==> config.mk <==
export PLATFORM = sky130hd
export DESIGN_NAME = fantc_top
export DESIGN_NICKNAME = d
export VERILOG_FILES = /design/src/fantc_pkg.sv /design/src/fantc_top.sv /design/src/fantc_chan.sv
export SDC_FILE = /design/constraint.sdc
export NUM_CORES = 1
export LEC_CHECK = 0
export BUFFER_PORTS_ARGS = -buffer_cell sky130_fd_sc_hd__buf_2
export CORE_MARGIN = 2
export CORE_UTILIZATION = 50
export DETAILED_ROUTE_END_ITERATION = 7
export GPL_ROUTABILITY_DRIVEN = 0
export GPL_TIMING_DRIVEN = 0
export PLACE_DENSITY = 0.68
export SYNTH_ARGS = -nofsm -noshare
export SYNTH_HDL_FRONTEND = slang
export SYNTH_HIERARCHICAL = 1
export SYNTH_SLANG_ARGS = --single-unit
==> constraint.sdc <==
create_clock -name clk_i -period 2.49 [get_ports clk_i]
set_clock_uncertainty 0.15 [all_clocks]
set_input_delay 0.498 -clock clk_i [delete_from_list [all_inputs] [get_ports clk_i]]
set_output_delay 0.498 -clock clk_i [all_outputs]
set_load 0.02 [all_outputs]
==> src/fantc_pkg.sv <==
// Package for the fan tachometer count latch: map, fields, timing and carrier types.
`default_nettype none
package fantc_pkg;
  localparam int unsigned NUM_CH = 2;
  localparam int unsigned CNT_W  = 8;
  localparam int unsigned ADDR_W = 8;
  localparam int unsigned DIV_W  = 2;
  localparam int unsigned PRE_W  = 3;
  localparam int unsigned SET_W  = 2;

  // Register map.
  localparam logic [ADDR_W-1:0] FAN_ONE_PULSE_COUNT_ADR = 8'h50;
  localparam logic [ADDR_W-1:0] FAN_TWO_PULSE_COUNT_ADR = 8'h51;
  localparam logic [ADDR_W-1:0] COUNT_DIVISOR_ADR       = 8'h52;
  localparam logic [ADDR_W-1:0] PRELOAD_ADR             = 8'h53;
  localparam logic [ADDR_W-1:0] SETTLE_STATUS_ADR       = 8'h54;

  // Divisor field positions inside the divisor register.
  localparam int unsigned DIV_ONE_LSB = 4;
  localparam int unsigned DIV_TWO_LSB = 6;

  localparam logic [CNT_W-1:0] CNT_RST  = 8'h00;
  localparam logic [CNT_W-1:0] CNT_MAX  = 8'hFF;
  localparam logic [CNT_W-1:0] PRE_RST  = 8'h00;
  localparam logic [DIV_W-1:0] DIV_RST  = 2'h1;
  localparam logic [SET_W-1:0] SETTLE_N = 2'h2;

  // Internal count clock derived from the 200 MHz system clock.
  localparam int unsigned CLK_NS     = 5;
  localparam int unsigned INT_CLK_NS = 1000;
  localparam int unsigned TICK_CYC   = (INT_CLK_NS / CLK_NS < 1) ? 1 : INT_CLK_NS / CLK_NS;
  localparam int unsigned TICK_W     = $clog2(TICK_CYC);

  typedef struct packed {
    logic [CNT_W-1:0] count;
    logic [SET_W-1:0] settle;
  } fantc_stat_t;
endpackage : fantc_pkg
`default_nettype wire

==> src/fantc_top.sv <==
// Top of the fan tachometer count latch: register port, tick divider, two channels.
//
// The plain strobed port was left to the implementer.
`timescale 1ns/10ps
`default_nettype none
//
// Contract
// - Each channel counts internal clock ticks during one tachometer pulse into eight bits.
// - The readable count is the final count of the last complete pulse, held until the next ends.
// - After a preload write the count may be wrong for two pulses and software discards it.
// - Two independent channels each have their own readable eight-bit count register.
// - Standby supply power-on reset clears the count registers to zero.
// - A two-bit divisor per channel scales the count by 1, 2, 4 or 8, defaulting to 2.
module fantc_top (
  // Clock and standby supply power-on reset
  input  wire logic                          clk_i,
  input  wire logic                          rst_i,
  // Register port
  input  wire logic [fantc_pkg::ADDR_W-1:0]  addr_i,
  input  wire logic [fantc_pkg::CNT_W-1:0]   wdata_i,
  input  wire logic                          wr_i,
  input  wire logic                          rd_i,
  output logic      [fantc_pkg::CNT_W-1:0]   rdata_o,
  // Fan tachometer pins
  input  wire logic                          first_fan_channel_i,
  input  wire logic                          second_fan_channel_i
);
  logic [fantc_pkg::TICK_W-1:0]           tick_cnt_r;
  logic                                   tick_r;
  logic [fantc_pkg::CNT_W-1:0]            div_reg_r;
  logic [fantc_pkg::CNT_W-1:0]            preload_r;
  logic                                   preload_wr;
  logic [fantc_pkg::NUM_CH-1:0]           tach;
  logic [fantc_pkg::NUM_CH*fantc_pkg::DIV_W-1:0] div_vec;
  fantc_pkg::fantc_stat_t                 stat [fantc_pkg::NUM_CH];
  logic [fantc_pkg::CNT_W-1:0]            rdata_nxt;

  // Internal count clock as a one-cycle enable.
  always_ff @(posedge clk_i) begin
    if (rst_i) begin
      tick_cnt_r <= '0;
      tick_r     <= 1'b0;
    end else if (tick_cnt_r == fantc_pkg::TICK_W'(fantc_pkg::TICK_CYC - 1)) begin
      tick_cnt_r <= '0;
      tick_r     <= 1'b1;
    end else begin
      tick_cnt_r <= tick_cnt_r + fantc_pkg::TICK_W'(1);
      tick_r     <= 1'b0;
    end
  end

  always_ff @(posedge clk_i) begin
    if (rst_i) begin
      div_reg_r <= '0;
      div_reg_r[fantc_pkg::DIV_ONE_LSB +: fantc_pkg::DIV_W] <= fantc_pkg::DIV_RST;
      div_reg_r[fantc_pkg::DIV_TWO_LSB +: fantc_pkg::DIV_W] <= fantc_pkg::DIV_RST;
    end else if (wr_i && addr_i == fantc_pkg::COUNT_DIVISOR_ADR) begin
      div_reg_r <= wdata_i;
    end
  end

  // The preload value is only stored here; its write arms the settle window.
  assign preload_wr = wr_i && addr_i == fantc_pkg::PRELOAD_ADR;

  always_ff @(posedge clk_i) begin
    if (rst_i) begin
      preload_r <= fantc_pkg::PRE_RST;
    end else if (preload_wr) begin
      preload_r <= wdata_i;
    end
  end

  assign tach    = {second_fan_channel_i, first_fan_channel_i};
  assign div_vec = {div_reg_r[fantc_pkg::DIV_TWO_LSB +: fantc_pkg::DIV_W],
                    div_reg_r[fantc_pkg::DIV_ONE_LSB +: fantc_pkg::DIV_W]};

  for (genvar g = 0; g < fantc_pkg::NUM_CH; g++) begin : g_ch
    fantc_chan u_chan (
      .clk_i        (clk_i),
      .rst_i        (rst_i),
      .tick_i       (tick_r),
      .div_i        (div_vec[g*fantc_pkg::DIV_W +: fantc_pkg::DIV_W]),
      .preload_wr_i (preload_wr),
      .tach_i       (tach[g]),
      .stat_o       (stat[g])
    );
  end

  always_comb begin
    rdata_nxt = '0;
    case (addr_i)
      fantc_pkg::FAN_ONE_PULSE_COUNT_ADR: rdata_nxt = stat[0].count;
      fantc_pkg::FAN_TWO_PULSE_COUNT_ADR: rdata_nxt = stat[1].count;
      fantc_pkg::COUNT_DIVISOR_ADR:       rdata_nxt = div_reg_r;
      fantc_pkg::PRELOAD_ADR:             rdata_nxt = preload_r;
      fantc_pkg::SETTLE_STATUS_ADR:       rdata_nxt = {4'h0, stat[1].settle, stat[0].settle};
      default:                            rdata_nxt = '0;
    endcase
  end

  // Read data stand for exactly one cycle after the strobe, zero otherwise.
  always_ff @(posedge clk_i) begin
    if (rst_i) begin
      rdata_o <= '0;
    end else if (rd_i) begin
      rdata_o <= rdata_nxt;
    end else begin
      rdata_o <= '0;
    end
  end

  reset_clear_a: assert property (@(posedge clk_i) disable iff (rst_i)
    $past(rst_i) |-> (stat[0].count == fantc_pkg::CNT_RST && stat[1].count == fantc_pkg::CNT_RST))
    else $error("Counts not cleared by reset.");
  read_two_a: assert property (@(posedge clk_i) disable iff (rst_i)
    (rd_i && addr_i == fantc_pkg::FAN_TWO_PULSE_COUNT_ADR) |=> rdata_o == $past(stat[1].count))
    else $error("Second channel read returned wrong count.");
  read_one_a: assert property (@(posedge clk_i) disable iff (rst_i)
    (rd_i && addr_i == fantc_pkg::FAN_ONE_PULSE_COUNT_ADR) |=> rdata_o == $past(stat[0].count))
    else $error("First channel read returned wrong count.");
  tick_gap_a: assert property (@(posedge clk_i) disable iff (rst_i)
    tick_r |=> !tick_r)
    else $error("Count tick lasted more than one cycle.");
  div_write_a: assert property (@(posedge clk_i) disable iff (rst_i)
    (wr_i && addr_i == fantc_pkg::COUNT_DIVISOR_ADR) |=> div_reg_r == $past(wdata_i))
    else $error("Divisor write did not land.");
endmodule : fantc_top
`default_nettype wire

==> src/fantc_chan.sv <==
// One tachometer channel: pin synchroniser, prescaled period counter and latch.
`timescale 1ns/10ps
`default_nettype none
module fantc_chan (
  // Clock and reset
  input  wire logic                         clk_i,
  input  wire logic                         rst_i,
  // Timing and control
  input  wire logic                         tick_i,
  input  wire logic [fantc_pkg::DIV_W-1:0]  div_i,
  input  wire logic                         preload_wr_i,
  // Fan pin
  input  wire logic                         tach_i,
  // Status
  output var fantc_pkg::fantc_stat_t        stat_o
);
  logic                          tach_m_r;
  logic                          tach_s_r;
  logic                          tach_d_r;
  logic                          rise;
  logic [fantc_pkg::PRE_W-1:0]   pre_r;
  logic [fantc_pkg::PRE_W-1:0]   pre_lim;
  logic [fantc_pkg::CNT_W-1:0]   run_r;
  logic [fantc_pkg::CNT_W-1:0]   count_r;
  logic [fantc_pkg::SET_W-1:0]   settle_r;

  always_ff @(posedge clk_i) begin
    if (rst_i) begin
      tach_m_r <= 1'b0;
      tach_s_r <= 1'b0;
      tach_d_r <= 1'b0;
    end else begin
      tach_m_r <= tach_i;
      tach_s_r <= tach_m_r;
      tach_d_r <= tach_s_r;
    end
  end

  // One pulse is measured rising edge to rising edge of the synchronised pin.
  assign rise    = tach_s_r & ~tach_d_r;
  assign pre_lim = fantc_pkg::PRE_W'((1 << div_i) - 1);

  // The prescaler slows the count so slower fans still fit into eight bits.
  always_ff @(posedge clk_i) begin
    if (rst_i) begin
      pre_r <= '0;
      run_r <= fantc_pkg::CNT_RST;
    end else if (rise) begin
      pre_r <= '0;
      run_r <= fantc_pkg::CNT_RST;
    end else if (tick_i) begin
      if (pre_r >= pre_lim) begin
        pre_r <= '0;
        if (run_r != fantc_pkg::CNT_MAX) begin
          run_r <= run_r + 8'h01;
        end
      end else begin
        pre_r <= pre_r + 3'h1;
      end
    end
  end

  always_ff @(posedge clk_i) begin
    if (rst_i) begin
      count_r <= fantc_pkg::CNT_RST;
    end else if (rise) begin
      count_r <= run_r;
    end
  end

  // A preload write in the same cycle as a pulse edge restarts the settle window.
  always_ff @(posedge clk_i) begin
    if (rst_i) begin
      settle_r <= '0;
    end else if (preload_wr_i) begin
      settle_r <= fantc_pkg::SETTLE_N;
    end else if (rise && settle_r != '0) begin
      settle_r <= settle_r - 2'h1;
    end
  end

  assign stat_o = {count_r, settle_r};

  latch_final_a: assert property (@(posedge clk_i) disable iff (rst_i)
    rise |=> count_r == $past(run_r))
    else $error("Count not latched at pulse end.");
  latch_hold_a: assert property (@(posedge clk_i) disable iff (rst_i)
    !rise |=> $stable(count_r))
    else $error("Latched count changed mid pulse.");
  count_sat_a: assert property (@(posedge clk_i) disable iff (rst_i)
    (run_r == fantc_pkg::CNT_MAX && !rise) |=> run_r == fantc_pkg::CNT_MAX)
    else $error("Running count wrapped.");
  div_step_a: assert property (@(posedge clk_i) disable iff (rst_i)
    (tick_i && !rise && pre_r < pre_lim) |=> $stable(run_r))
    else $error("Count advanced before divisor elapsed.");
  settle_load_a: assert property (@(posedge clk_i) disable iff (rst_i)
    preload_wr_i |=> settle_r == fantc_pkg::SETTLE_N)
    else $error("Settle window not armed by preload write.");
  settle_step_a: assert property (@(posedge clk_i) disable iff (rst_i)
    (!preload_wr_i && rise && settle_r != '0) |=> settle_r == $past(settle_r) - 2'h1)
    else $error("Settle window not counted down by a pulse.");
endmodule : fantc_chan
`default_nettype wire

==> results by group <==
Status
  • Status: finished, final reports clean

Critical path
  • Arr. time, crit path: 2.27 ns
  • Max FO, Critical Path: 9
  • Setup Crit Path Kind: reg2reg
  • Crit path cell chain: or2_2, ha_1, nand2b_4, a211oi_4, nor3_4, a21o_1, a21oi_2
  • Buf/Inv on CP: 0
  • Req. time, crit path: 2.62 ns
  • Setup crit start kind: register
  • Slowest stage delay, CP: 0.37 ns
  • CP top delay family: compound AO/OA/AOI/OAI gates
  • Slowest stage cell on the critical path: a211oi_4
  • Critical Path End Type: register

Timing
  • Final min period: 2.133 ns
  • TNS Setup: 0 ns
  • Final hold slack: 0.2038 ns
  • Max Slew Vio Count: 0
  • RSZ-0062 raised after global routing: false
  • Final Setup Violations: 0
  • Slew headroom: 63.00%
  • Max Freq: 468.8 MHz
  • Worst-Margin Slew: 0.5473 ns
  • Final worst setup slack: 0.3567 ns
  • Period utilisation layout: 85.67%
  • Final Hold Viols: 0

Synthesis
  • Top-area cell type share of the netlist area: 41.97%
  • Cell taking the most area after synthesis: dfxtp_1
  • Synth Area in Compound Gates: 9.229%
  • Number of distinct library cells after synthesis: 51
  • Main combinational cell family by area after synthesis: simple AND/OR/NAND/NOR gates
  • Post-Syn Area: 0.003864 mm²
  • Synth Register Bits: 81
  • Fraction of the mapped netlist area in simple logic gates: 27.27%
  • Post-synth EDFFs: 0
  • Synth top cells by count: 81 x dfxtp_1, 44 x nand2_1, 29 x nor2_1
  • Cell with the most instances after synthesis: dfxtp_1
  • Post-synthesis sequential area ratio: 41.97%
  • Synth Flop Type: dfxtp_1
  • XOR/XNOR Fraction of Synth Area: 3.400%
  • Synth warn: 6
  • Post-Syn Nets: 441
  • Ys async rst share: 0%
  • Multiplexer area fraction after synthesis: 9.845%
  • Adder-Cell Fraction of Synth Area: 4.210%
  • Mapped Avg Cell Area: 9.517 µm²
  • Syn Inst Count: 406
  • Top cells by area, synth: dfxtp_1 42%, mux2i_1 5.2%, nand2_1 4.3%

Global route
  • Global-route wire length before repair: 13110 µm
  • Largest net degree at the start of global routing: 17
  • Initial antenna violation count: 0
  • GR Util All Layers: 19.78%
  • Vias in the first global route: 2831
  • Grt total ovfl: 0

Pwr
  • Clock power frac: 44.5%
  • Worst IR Drop VDD: 0.2268 mV
  • Seq pwr share: 51.0%
  • Psw: 0.5466 mW
  • Pint: 2.018 mW
  • Leak: 1.579 nW
  • Sw Ratio: 21.31%
  • Power Density: 588.7 mW/mm²
  • Logic pwr share: 4.5%

Routing
  • Via count: 2893
  • Routed len/inst: 14.03 µm
  • DRC errors left: 0
  • Avg Vias per Cell: 5.260
  • DR pass1 iterations: 4
  • Initial drt markers: 118
  • WL final: 7719 µm
  • Antenna viol nets, final: 0

Run
  • Max-Cap Viols: 0

Placed design
  • Pre-CTS WS: 0.3728 ns
  • DP Cell Count: 534
  • IO Port Bufs: 26
  • Detail Placement HPWL: 5592 µm

Clocking
  • Largest buffer count on any clock path: 2
  • Gates resized, CTS repair: 0
  • H-tree depth: 3
  • Clock transition at path regs: 0.08 ns
  • Clock root buffer master: clkbuf_8
  • Setup Fix Bufs, Post-CTS: 0
  • Clock Sinks: 81
  • Clk_lat worst skew: 0.35 ns
  • CTS Buf Count: 9
  • CTS tree: yes
  • CTS Hold Bufs: 0

Floorplanning
  • Die Area: 0.008447 mm²
  • Core area: 0.007607 mm²
  • Die height: 91.91 µm
  • Die X: 91.91 µm
  • Starting Density: 50.79%
  • Standard-cell rows: 32
  • Ports: 30

Final layout
  • Nets: 478
  • Area growth from synthesis to layout: 12.76%
  • Layout cells sized above 1: 21.88%
  • Post-Route Utilization: 57.27%
  • # diodes: 0
  • Fin cells: 550

Hold path
  • HP Class: in2reg
-- flip-flops by register name (all words and copies together) (netlist names) --
signal                flops
g_ch.u_chan/run_r        16
g_ch.u_chan/count_r      16
tick_cnt_r                8
tick_r                    1
g_ch.u_chan/tach_m_r      2
g_ch.u_chan/tach_d_r      2
div_reg_r                 8
g_ch.u_chan/settle_r      4
g_ch.u_chan/pre_r         6
preload_r                 8
g_ch.u_chan/tach_s_r      2
rdata_o                   8
-- placed cells by master, fill, tap and decap left out, drive strengths merged, types with 2 or more instances in the layout --
cell type,count
a21o,6
nor4b,3
nand2b,28
nand3,20
nor3,16
mux4,4
a211oi,2
nand4,3
clkbuf,18
o2111ai,2
or2,2
bufinv,3
nor2b,12
mux2i,20
buf,35
a22oi,3
inv,16
xor2,4
mux2,8
dfxtp,81
nor2,32
and4,2
o21ai,8
clkinv,2
a21oi,32
ha,13
nand2,46
xnor2,11
or3,3
and3,5
-- cell type report --
cell class	count	area, µm²
timing repair buffer	26	130.1
clock buffer	11	131.4
multi-input combinational	293	2085
fill	688	3251
clock inverter	5	103.9
buffer	16	95.09
tap	102	127.6
sequential	81	1622
inverter	16	62.56
-- power by group through the flow --
| stage | registers (mW) | logic (mW) | clock network [mW] |
|---|---|---|---|
| final | 1.31 | 0.115 | 1.14 |
| after global routing | 1.31 | 0.126 | 1.22 |
| after global placement | 1.34 | 0.113 | 0 |
| after floorplan | 1.34 | 0.0757 | 0 |
| after CTS | 1.31 | 0.116 | 1.17 |
| after detailed placement | 1.34 | 0.115 | 0 |
-- kinds of logic (layout without fill, tap and decap cells) --
family | count (synthesis) | in the layout
AOI/OAI and AO/OA | 54 | 54
and+or+nand+nor | 179 | 179
DFF | 81 | 81
buffers and inverters | 32 | 74
adders and majority gates | 13 | 13
xor gates and xnor gates | 15 | 15
muxes | 32 | 32
-- stage by stage --
stage / total power [mW] / area (µm²)
final: 2.565 / 4357
after global routing: 2.658 / 4357
after CTS: 2.592 / 4357
after detailed placement: 1.454 / 4121
after global placement: 1.451 / 4121
after floorplan: 1.413 / 3864
-- worst paths after layout --
check                  startpoint                      end  slack [ns]  depth (start not counted)
max                  div_reg_r[5]  g_ch[0].u_chan/run_r[3]        0.36                          7
min          second_fan_channel_i  g_ch[1].u_chan/tach_m_r        0.20                          2
max reg2reg          div_reg_r[5]  g_ch[0].u_chan/run_r[3]        0.36                          7
min reg2reg         tick_cnt_r[0]            tick_cnt_r[0]        0.30                          1
-- per-layer routing --
metal / track usage [%] / vias to the layer above / routed length (µm)
li1: - / 1461 / -
met5: 0 / - / 0
met4: 8.085 / 0 / 126
met3: 4.108 / 8 / 264
met2: 32.84 / 45 / 3671
met1: 25.12 / 1379 / 3657
(Power assumes the default switching activity.)
